`config.mk`:
```
export PLATFORM = sky130hd
export DESIGN_NAME = analog_scan_trigger_pacer
export DESIGN_NICKNAME = d
export VERILOG_FILES = /design/src/design/analog_scan_trigger_pacer.v /design/src/design/sample_fifo.v /design/src/design/trigger_qualifier.v
export VERILOG_INCLUDE_DIRS = /design/src /design/src/design
export SDC_FILE = /design/constraint.sdc
export NUM_CORES = 1
export LEC_CHECK = 0
export BUFFER_PORTS_ARGS = -buffer_cell sky130_fd_sc_hd__buf_2
export CORE_UTILIZATION = 45
export DETAILED_ROUTE_END_ITERATION = 12
export GPL_ROUTABILITY_DRIVEN = 0
export PLACE_DENSITY = 0.72
export SYNTH_ARGS = -nofsm -noshare
export SYNTH_HDL_FRONTEND = slang
export SYNTH_HIERARCHICAL = 1
export SYNTH_SLANG_ARGS = --single-unit
```
`constraint.sdc`:
```
create_clock -name hclk -period 9.9 [get_ports hclk]
set_clock_uncertainty 0.05 [all_clocks]
set_input_delay 0.495 -clock hclk [delete_from_list [all_inputs] [get_ports hclk]]
set_output_delay 0.495 -clock hclk [all_outputs]
set_load 0.01 [all_outputs]
```
`src/design/scan_pacer_map.vh`:
```
// constants for the analog scan trigger and pacer block
// assumes an ahb-lite bus with 32-bit words and a 40 MHz hclk
//
// Functional notes
// - software picks edge or level qualification of the external trigger
// - edge mode fires on a rising or falling trigger transition, as configured
// - level mode treats trigger asserted while high, or while low
// - after reset the trigger is edge mode, rising edge
// - conversions paced by internal sample clock or external sample clock input
// - internal rate is the 80 MHz timebase divided by a 32-bit period
// - queue holds up to 8 elements, each with its own channel and range
// - each element picks one of four spans: 10, 5, 2 or 1 volt bipolar
// - software picks 4 differential or 8 single-ended channels; numbering follows
// - with internal clock selected the scan clock appears on the clock output
// - scan starts by software or qualified trigger, runs until stopped
`ifndef SCAN_PACER_MAP_VH
`define SCAN_PACER_MAP_VH

// ----------------------------------------
// register offsets
// ----------------------------------------
`define REG_CTRL 8'h00
`define REG_PERIOD 8'h04
`define REG_QLAST 8'h08
`define REG_STATUS 8'h0c
`define REG_DATA 8'h10
`define REG_QUEUE 8'h20

// ----------------------------------------
// control fields
// ----------------------------------------
`define CTRL_START 0
`define CTRL_STOP 1
`define CTRL_ARM 2
`define CTRL_EXT_CLK 3
`define CTRL_DIFFERENTIAL_CFG 4
`define CTRL_LEVEL 5
`define CTRL_POL_LOW 6

// ----------------------------------------
// status and data fields
// ----------------------------------------
`define STAT_RUN 0
`define STAT_ARMED 1
`define STAT_OVERRUN 2
`define STAT_BUSY 3
`define STAT_LEVEL_LO 4
`define STAT_LEVEL_HI 8
`define STAT_ELEM_LO 9
`define STAT_ELEM_HI 11
`define DATA_VALID 31

// ----------------------------------------
// queue element fields and ranges
// ----------------------------------------
`define Q_CHAN_HI 2
`define Q_RANGE_LO 3
`define Q_RANGE_HI 4
`define RANGE_10V 2'h0
`define RANGE_5V 2'h1
`define RANGE_2V 2'h2
`define RANGE_1V 2'h3

// ----------------------------------------
// reset values and sizes
// ----------------------------------------
`define RST_PERIOD 32'h0000_0140
`define RST_QLAST 3'h0
`define QUEUE_DEPTH 8
`define FIFO_DEPTH 16
`define FIFO_AW 4
`define SAMPLE_W 16

// ----------------------------------------
// timing
// ----------------------------------------
`define TIMEBASE_MHZ 80
`define HCLK_MHZ 40
`define TB_STEP (`TIMEBASE_MHZ / `HCLK_MHZ)

`endif

```
`src/design/analog_scan_trigger_pacer.v`:
```
// analog scan control: trigger, pacer, channel queue, sample fifo
// assumes one ahb-lite master, converter on hclk giving a done pulse
`timescale 1ns/100ps
`include "scan_pacer_map.vh"
module analog_scan_trigger_pacer (
	input wire hclk,
	input wire hresetn,
	input wire hsel,
	input wire [31:0] haddr,
	input wire [1:0] htrans,
	input wire hwrite,
	input wire [2:0] hsize,
	input wire [31:0] hwdata,
	input wire hready,
	output reg [31:0] hrdata,
	output reg hreadyout,
	output reg hresp,
	input wire ext_trigger_in,
	input wire ext_sample_clk_in,
	output reg sample_clk_out,
	output reg conv_start,
	output reg [2:0] conv_channel,
	output reg [1:0] conv_range,
	output reg conv_differential_cfg,
	input wire conv_done,
	input wire [15:0] conv_data,
	output reg scan_active
);
	localparam FW = `SAMPLE_W + 3;

	// ----------------------------------------
	// declarations
	// ----------------------------------------
	reg wr_pend;
	reg rd_pend;
	reg [7:0] dp_addr;
	reg arm;
	reg clk_ext;
	reg differential_cfg;
	reg ext_trigger_in_level_mode;
	reg ext_trigger_in_pol_low;
	reg [31:0] period;
	reg [2:0] q_last;
	reg running;
	reg ext_trigger_in_gated;
	reg overrun;
	reg busy;
	reg [2:0] elem;
	reg [2:0] busy_elem;
	reg [32:0] acc;
	reg ck1;
	reg ck2;
	reg ck_last;
	reg [31:0] next_rdata;
	wire [4:0] q_ent [0:`QUEUE_DEPTH-1];
	wire addr_ok;
	wire wr_now;
	wire sw_start;
	wire sw_stop;
	wire ext_trigger_in_event;
	wire ext_trigger_in_asserted;
	wire ext_trigger_in_start;
	wire pace_gate;
	wire [32:0] acc_sum;
	wire int_tick;
	wire ext_edge;
	wire tick;
	wire take;
	wire refuse;
	wire fifo_in_ready;
	wire fifo_out_valid;
	wire fifo_pop;
	wire [FW-1:0] fifo_out;
	wire [`FIFO_AW:0] fifo_level;
	wire [4:0] cur_ent;

	// ----------------------------------------
	// ahb-lite slave: zero-wait writes, one wait state on reads
	// ----------------------------------------
	assign addr_ok = hsel & hready & htrans[1];
	assign wr_now = wr_pend;

	always @(posedge hclk or negedge hresetn) begin
		if (!hresetn) begin
			wr_pend <= 1'b0;
			rd_pend <= 1'b0;
			dp_addr <= 8'h00;
			hreadyout <= 1'b1;
			hresp <= 1'b0;
			hrdata <= 32'h0000_0000;
		end else begin
			hresp <= 1'b0;
			wr_pend <= 1'b0;
			if (rd_pend) begin
				rd_pend <= 1'b0;
				hreadyout <= 1'b1;
				hrdata <= next_rdata;
			end else if (addr_ok) begin
				dp_addr <= haddr[7:0];
				wr_pend <= hwrite;
				if (!hwrite) begin
					rd_pend <= 1'b1;
					hreadyout <= 1'b0;
				end
			end
		end
	end

	// ----------------------------------------
	// read mux
	// ----------------------------------------
	always @* begin
		next_rdata = 32'h0000_0000;
		case (dp_addr)
			`REG_CTRL: begin
				next_rdata[`CTRL_ARM] = arm;
				next_rdata[`CTRL_EXT_CLK] = clk_ext;
				next_rdata[`CTRL_DIFFERENTIAL_CFG] = differential_cfg;
				next_rdata[`CTRL_LEVEL] = ext_trigger_in_level_mode;
				next_rdata[`CTRL_POL_LOW] = ext_trigger_in_pol_low;
			end
			`REG_PERIOD: begin
				next_rdata = period;
			end
			`REG_QLAST: begin
				next_rdata[2:0] = q_last;
			end
			`REG_STATUS: begin
				next_rdata[`STAT_RUN] = running;
				next_rdata[`STAT_ARMED] = arm;
				next_rdata[`STAT_OVERRUN] = overrun;
				next_rdata[`STAT_BUSY] = busy;
				next_rdata[`STAT_LEVEL_HI:`STAT_LEVEL_LO] = fifo_level;
				next_rdata[`STAT_ELEM_HI:`STAT_ELEM_LO] = elem;
			end
			`REG_DATA: begin
				next_rdata[FW-1:0] = fifo_out;
				next_rdata[`DATA_VALID] = fifo_out_valid;
			end
			default: begin
				if (dp_addr[7:5] == 3'h1) begin
					next_rdata[4:0] = q_ent[dp_addr[4:2]];
				end
			end
		endcase
	end

	assign fifo_pop = rd_pend & (dp_addr == `REG_DATA) & fifo_out_valid;

	// ----------------------------------------
	// control register
	// ----------------------------------------
	assign sw_start = wr_now & (dp_addr == `REG_CTRL) & hwdata[`CTRL_START];
	assign sw_stop = wr_now & (dp_addr == `REG_CTRL) & hwdata[`CTRL_STOP];

	always @(posedge hclk or negedge hresetn) begin
		if (!hresetn) begin
			clk_ext <= 1'b0;
			differential_cfg <= 1'b0;
			ext_trigger_in_level_mode <= 1'b0;
			ext_trigger_in_pol_low <= 1'b0;
			period <= `RST_PERIOD;
			q_last <= `RST_QLAST;
		end else if (wr_now) begin
			case (dp_addr)
				`REG_CTRL: begin
					clk_ext <= hwdata[`CTRL_EXT_CLK];
					differential_cfg <= hwdata[`CTRL_DIFFERENTIAL_CFG];
					ext_trigger_in_level_mode <= hwdata[`CTRL_LEVEL];
					ext_trigger_in_pol_low <= hwdata[`CTRL_POL_LOW];
				end
				`REG_PERIOD: begin
					period <= hwdata;
				end
				`REG_QLAST: begin
					q_last <= hwdata[2:0];
				end
				default: begin
					q_last <= q_last;
				end
			endcase
		end
	end

	// ----------------------------------------
	// channel and range queue
	// ----------------------------------------
	genvar gi;
	generate
		for (gi = 0; gi < `QUEUE_DEPTH; gi = gi + 1) begin : g_queue
			reg [4:0] ent;
			always @(posedge hclk or negedge hresetn) begin
				if (!hresetn) begin
					ent <= 5'h00;
				end else if (wr_now && dp_addr == (`REG_QUEUE + 4 * gi)) begin
					ent <= hwdata[4:0];
				end
			end
			assign q_ent[gi] = ent;
		end
	endgenerate

	assign cur_ent = q_ent[elem];

	// ----------------------------------------
	// trigger
	// ----------------------------------------
	trigger_qualifier u_ext_trigger_in (
		.clk(hclk),
		.rst_n(hresetn),
		.ext_trigger_in(ext_trigger_in),
		.level_mode(ext_trigger_in_level_mode),
		.polarity_low(ext_trigger_in_pol_low),
		.ext_trigger_in_event(ext_trigger_in_event),
		.ext_trigger_in_asserted(ext_trigger_in_asserted)
	);

	// edge starts once; level also gates pacing while deasserted if the trigger started the scan
	assign ext_trigger_in_start = arm & (ext_trigger_in_level_mode ? ext_trigger_in_asserted : ext_trigger_in_event);
	assign pace_gate = ~ext_trigger_in_gated | ~ext_trigger_in_level_mode | ext_trigger_in_asserted;

	// ----------------------------------------
	// pacer: internal timebase or external clock
	// ----------------------------------------
	assign acc_sum = acc + `TB_STEP;
	assign int_tick = running & (acc_sum >= {1'b0, period});

	always @(posedge hclk or negedge hresetn) begin
		if (!hresetn) begin
			acc <= 33'h0_0000_0000;
		end else if (!running || clk_ext) begin
			acc <= 33'h0_0000_0000;
		end else if (int_tick) begin
			acc <= (acc_sum >= {1'b0, period, 1'b0}) ? 33'h0_0000_0000 : acc_sum - {1'b0, period};
		end else begin
			acc <= acc_sum;
		end
	end

	always @(posedge hclk or negedge hresetn) begin
		if (!hresetn) begin
			ck1 <= 1'b0;
			ck2 <= 1'b0;
			ck_last <= 1'b0;
		end else begin
			ck1 <= ext_sample_clk_in;
			ck2 <= ck1;
			ck_last <= ck2;
		end
	end

	assign ext_edge = ck2 & ~ck_last;
	assign tick = running & pace_gate & (clk_ext ? ext_edge : int_tick);
	assign take = tick & ~busy & fifo_in_ready;
	assign refuse = tick & ~take;

	// ----------------------------------------
	// scan sequencing
	// ----------------------------------------
	always @(posedge hclk or negedge hresetn) begin
		if (!hresetn) begin
			arm <= 1'b0;
			running <= 1'b0;
			ext_trigger_in_gated <= 1'b0;
			overrun <= 1'b0;
			busy <= 1'b0;
			elem <= 3'h0;
			busy_elem <= 3'h0;
		end else begin
			if (sw_stop) begin
				running <= 1'b0;
				arm <= 1'b0;
			end else if (!running && (sw_start || ext_trigger_in_start)) begin
				running <= 1'b1;
				arm <= 1'b0;
				ext_trigger_in_gated <= ~sw_start & ext_trigger_in_start;
				elem <= 3'h0;
			end else begin
				if (wr_now && dp_addr == `REG_CTRL && hwdata[`CTRL_ARM]) begin
					arm <= 1'b1;
				end
				if (take) begin
					elem <= (elem == q_last) ? 3'h0 : elem + 3'h1;
				end
			end
			if (take) begin
				busy <= 1'b1;
				busy_elem <= elem;
			end else if (conv_done) begin
				busy <= 1'b0;
			end
			// set wins over the write-one clear
			if (refuse) begin
				overrun <= 1'b1;
			end else if (wr_now && dp_addr == `REG_STATUS && hwdata[`STAT_OVERRUN]) begin
				overrun <= 1'b0;
			end
		end
	end

	// ----------------------------------------
	// converter and clock outputs
	// ----------------------------------------
	always @(posedge hclk or negedge hresetn) begin
		if (!hresetn) begin
			conv_start <= 1'b0;
			conv_channel <= 3'h0;
			conv_range <= `RANGE_10V;
			conv_differential_cfg <= 1'b0;
			sample_clk_out <= 1'b0;
			scan_active <= 1'b0;
		end else begin
			conv_start <= take;
			if (take) begin
				// differential numbering uses channels 0..3 only
				conv_channel <= differential_cfg ? {1'b0, cur_ent[1:0]} : cur_ent[`Q_CHAN_HI:0];
				conv_range <= cur_ent[`Q_RANGE_HI:`Q_RANGE_LO];
				conv_differential_cfg <= differential_cfg;
			end
			sample_clk_out <= ~clk_ext & int_tick;
			scan_active <= running;
		end
	end

	// ----------------------------------------
	// sample fifo
	// ----------------------------------------
	sample_fifo #(
		.WIDTH(FW),
		.DEPTH(`FIFO_DEPTH),
		.AW(`FIFO_AW)
	) u_fifo (
		.clk(hclk),
		.rst_n(hresetn),
		.in_valid(conv_done & busy),
		.in_ready(fifo_in_ready),
		.in_data({busy_elem, conv_data}),
		.out_valid(fifo_out_valid),
		.out_ready(fifo_pop),
		.out_data(fifo_out),
		.level(fifo_level)
	);
endmodule

```
`src/design/sample_fifo.v`:
```
// sample fifo between the converter and the bus read port
// assumes depth is a power of two; single clock
`timescale 1ns/100ps
module sample_fifo #(
	parameter WIDTH = 19,
	parameter DEPTH = 16,
	parameter AW = 4
) (
	input wire clk,
	input wire rst_n,
	input wire in_valid,
	output wire in_ready,
	input wire [WIDTH-1:0] in_data,
	output wire out_valid,
	input wire out_ready,
	output wire [WIDTH-1:0] out_data,
	output wire [AW:0] level
);
	localparam [AW:0] FULL = DEPTH[AW:0];
	reg [WIDTH-1:0] mem [0:DEPTH-1];
	reg [AW-1:0] wp;
	reg [AW-1:0] rp;
	reg [AW:0] cnt;
	wire push;
	wire pop;

	assign in_ready = (cnt != FULL);
	assign out_valid = (cnt != {(AW+1){1'b0}});
	assign push = in_valid & in_ready;
	assign pop = out_valid & out_ready;
	assign out_data = mem[rp];
	assign level = cnt;

	always @(posedge clk) begin
		if (push) begin
			mem[wp] <= in_data;
		end
	end

	always @(posedge clk or negedge rst_n) begin
		if (!rst_n) begin
			wp <= {AW{1'b0}};
			rp <= {AW{1'b0}};
			cnt <= {(AW+1){1'b0}};
		end else begin
			if (push) begin
				wp <= wp + 1'b1;
			end
			if (pop) begin
				rp <= rp + 1'b1;
			end
			case ({push, pop})
				2'b10: cnt <= cnt + 1'b1;
				2'b01: cnt <= cnt - 1'b1;
				default: cnt <= cnt;
			endcase
		end
	end
endmodule

```
`src/design/trigger_qualifier.v`:
```
// external trigger synchroniser and qualifier
// assumes the trigger pin is asynchronous to clk
`timescale 1ns/100ps
module trigger_qualifier (
	input wire clk,
	input wire rst_n,
	input wire ext_trigger_in,
	input wire level_mode,
	input wire polarity_low,
	output reg ext_trigger_in_event,
	output wire ext_trigger_in_asserted
);
	reg sync1;
	reg sync2;
	reg last;
	wire rise;
	wire fall;

	assign rise = sync2 & ~last;
	assign fall = ~sync2 & last;
	// level condition, high or low per polarity
	assign ext_trigger_in_asserted = level_mode & (sync2 ^ polarity_low);

	always @(posedge clk or negedge rst_n) begin
		if (!rst_n) begin
			sync1 <= 1'b0;
			sync2 <= 1'b0;
			last <= 1'b0;
			ext_trigger_in_event <= 1'b0;
		end else begin
			sync1 <= ext_trigger_in;
			sync2 <= sync1;
			last <= sync2;
			ext_trigger_in_event <= ~level_mode & (polarity_low ? fall : rise);
		end
	end
endmodule

```
==> reports/results.txt <==
Status = finished clean
Total GRT Usage = 21.9%
Largest family of logic cells by synthesized area = multiplexers
Share of cells above drive strength 1 = 22.5%
Final Hold Vio Count = 0
Starting density of the core = 45.5%
Synth cell types = 78
First-pass GRT wire length = 90.0 mm
Cell area after synthesis = 0.0239 mm2
Clock-pin slew on the worst setup and hold paths = 0.06 ns
Vias in the first global route = 15539
Clk root buf = clkbuf_16
Final number of max-transition violations = 0
Max VDD drop = 0.160 mV
Syn avg cell area = 13.4 um2
CTS HTree Levels = 2
Setup Slack @ Placement = 3.76 ns
Die ar. = 0.0540 mm2
Ys Warns = 6
Number of flops mapped to enable cells by yosys = 304
Number of I/O port buffers = 106
WHS Path Cells = 3
CP required = 10.36 ns
Seq/Total Area, Yosys = 58.6%
DIE HEIGHT = 232 um
Reg2reg end = acc[31]
Number of routed nets with antenna violations = 0
Final setup viols = 0
Max-cap check violation count = 0
Leak = 10.4 nW
Synthesized net count = 1953
Largest net degree at the start of global routing = 74
R2R Setup Slk = 3.61 ns
Multiplexer share of the synthesized area = 12.9%
RSZ-0062 raised after global routing = no
Reg2Reg Depth = 18
Initial antenna violation count = 4
Worst EP arrival = 6.74 ns
Main synth FF type = edfxtp_1
HP Class = in -> reg
Fin crit share = 63.5%
Complex-gate fraction of the synthesized area = 10.5%
Die width = 232 um
Critical Path Start Type = flop
P per Cell Area = 188 mW/mm2
CTS tree = yes
Detail Placement HPWL = 38.2 mm
ANT cells = 0
XOR/XNOR share of the synthesized area = 2.45%
Drt wl/cell = 22.4 um
Worst Path Max Fanout = 27
Worst R2R Start = acc[1]
Vias per inst = 5.93
Tightest Pin Transition = 1.16 ns
Asr flop ratio synth = 39.1%
Setup TNS = 0 ns
Adder-cell share of the synthesized area = 4.09%
Min setup slack post-route = 3.61 ns
Clock latency on the worst-skew pair = 0.61 ns
Via Count = 15458
DRC = 0
Worst Hold Launch = hwdata[30]
Rows = 84
Fmax = 0.159 GHz
Synth Register Bits = 499
Slew HR = 22.4%
FILL cells = 4393
CP Capture Type = flop
CTS buffer count = 50
Area delta synth->final = 12.2%
Clk sinks = 499
Register area = 0.0140 mm2
Grt total ovfl = 0
IO Count = 136
Crit Path Class = reg -> reg
Maximum clock insertion buffer count = 3
Routed WL = 58.4 mm
Postcts setup bufs = 0
Tmin final = 6.29 ns
Pre-Repair DR Iteration Count = 5
Initial DRC count = 1271
Worst hold endpoint = period[30]
Core region area = 0.0526 mm2
Cts repair resizes = 0
Synth Area in Simple Gates = 8.23%
Layout Nets = 2054
Multi-input logic area = 0.00923 mm2
Synth Instances = 1783
CTS Hold Bufs = 4
==> kinds of logic after synthesis <==
kind of cell    after synthesis
flops                       499
simple gates                409
buf+inv                     163
mux                         225
xor+xnor                     66
fa+ha+maj                    77
compound gates              343
other cells                   1
==> metrics by stage <==
step           cell area [um2]  hold slack (ns)  std cells  util (%)  power (mW)
3_5_place_dp             25100            0.294       2516      47.8        3.18
4_1_cts                  26800           0.0441       2608      51.0        5.08
5_1_grt                  26800           0.0680       2608      51.0        5.25
3_3_place_gp             25100            0.291       2516      47.8        3.15
2_1_floorplan            23900            0.149       1783         -        2.95
6_report                 26800           0.0702       2608      51.0        5.04
==> cells in the mapped netlist, types with 8 or more instances <==
library cell	count	area, um2
a21oi_1	75	375
a221oi_1	17	149
o21ai_1	10	50.1
clkbuf_1	46	173
mux4_2	58	1310
nand3_1	48	240
nor3_1	28	140
a211oi_1	14	105
nand4_1	20	125
xor2_1	29	254
buf_6	9	101
nand2_1	123	462
inv_1	70	263
dfrtp_1	192	4800
o21a_1	9	67.6
a21o_1	18	135
mux2_2	75	845
nor2_1	106	398
nand2b_1	13	81.3
a221oi_2	37	556
buf_4	12	90.1
a22oi_1	19	143
and2_1	12	75.1
buf_2	10	50.1
o21ai_0	79	395
a22o_1	8	70.1
xnor2_1	36	315
buf_1	12	45.0
and3_1	13	81.3
edfxtp_1	304	9130
and4_1	8	70.1
ha_1	75	938
mux2i_1	91	911
==> placed cells by master (no fill, tap or decap), drive strengths merged, types with 6 or more instances in the layout <==
cell type,Yosys,final
a2111oi,8,8
a211oi,14,14
a21o,18,18
a21oi,76,76
a221oi,54,54
a22o,8,8
a22oi,19,19
and2,12,12
and3,14,14
and4,10,10
buf,45,135
clkbuf,46,60
clkinv,1,22
dfrtp,192,192
edfxtp,304,304
ha,75,75
inv,71,73
mux2,76,76
mux2i,91,91
mux4,58,58
nand2,124,124
nand2b,13,13
nand3,48,48
nand4,21,21
nor2,106,106
nor2b,7,7
nor3,28,28
o211ai,8,8
o21a,9,9
o21ai,89,89
o21bai,6,6
o31ai,6,6
or3,7,7
xnor2,37,37
xor2,29,29
==> power breakdown <==
group	total (mW)	internal (mW)	switching, mW
clock	1.90	1.09	0.812
combinational	0.659	0.304	0.355
sequential	2.48	2.33	0.149
==> final cells by class <==
| class | count | share of cell area [%] |
|---|---|---|
| Clock buffer | 59 | 4.94 |
| Clock inverter | 29 | 1.16 |
| Inverter | 72 | 1.01 |
| Multi-Input combinational cell | 1121 | 34.4 |
| Sequential cell | 499 | 52.3 |
| Tap cell | 688 | 3.21 |
| Timing Repair Buffer | 140 | 3.00 |
==> how the worst max path moves through the flow <==
| stage | start | slack [ns] | cells past startpoint | endpoint |
|---|---|---|---|---|
| 2_1_floorplan | acc[1] | 5.32 | 20 | acc[31] |
| 3_3_place_gp | acc[1] | 3.70 | 18 | acc[31] |
| 3_5_place_dp | acc[1] | 3.76 | 18 | acc[31] |
| 4_1_cts | acc[1] | 3.72 | 18 | acc[31] |
| 5_1_grt | acc[1] | 3.36 | 18 | acc[31] |
| 6_report | acc[1] | 3.61 | 18 | acc[31] |
==> layer usage <==
layer  share of wire (%)  GRT usage (%)  up-vias  wire length (um)
li1                    -              -     6963                 -
met1                  43           29.6     7863             25300
met2                  48           35.9      510             27900
met3                 6.1           3.39      116              3570
met4                 2.8           7.35        6              1670
met5               0.074              0        -                43
==> sequential cells by signal, indices dropped and copies added, names as in the netlist, 2 cells and up <==
name,count
u_fifo/mem,304
g_queue.ent,40
acc,33
hrdata,32
period,32
dp_addr,8
u_fifo/level,5
u_fifo/rp,4
u_fifo/wp,4
busy_elem,3
conv_channel,3
elem,3
q_last,3
conv_range,2
==> worst max-delay path, stage by stage (launching register included) <==
cell and delay, ns:
dfrtp_1 0.47, ha_1 0.27, nand2_1 0.08, nor2_1 0.18
nand2_1 0.08, nor3_1 0.92, nand3_1 0.28, nor2_1 0.20
xor2_1 0.28, ha_1 0.35, and4_1 0.23, nor2b_1 0.15
and2_1 0.18, nand4bb_1 0.08, or3b_1 0.39, or3_1 0.71
a21o_1 0.66, a2111o_1 0.56, o211ai_2 0.08
(Power assumes the default switching activity.)
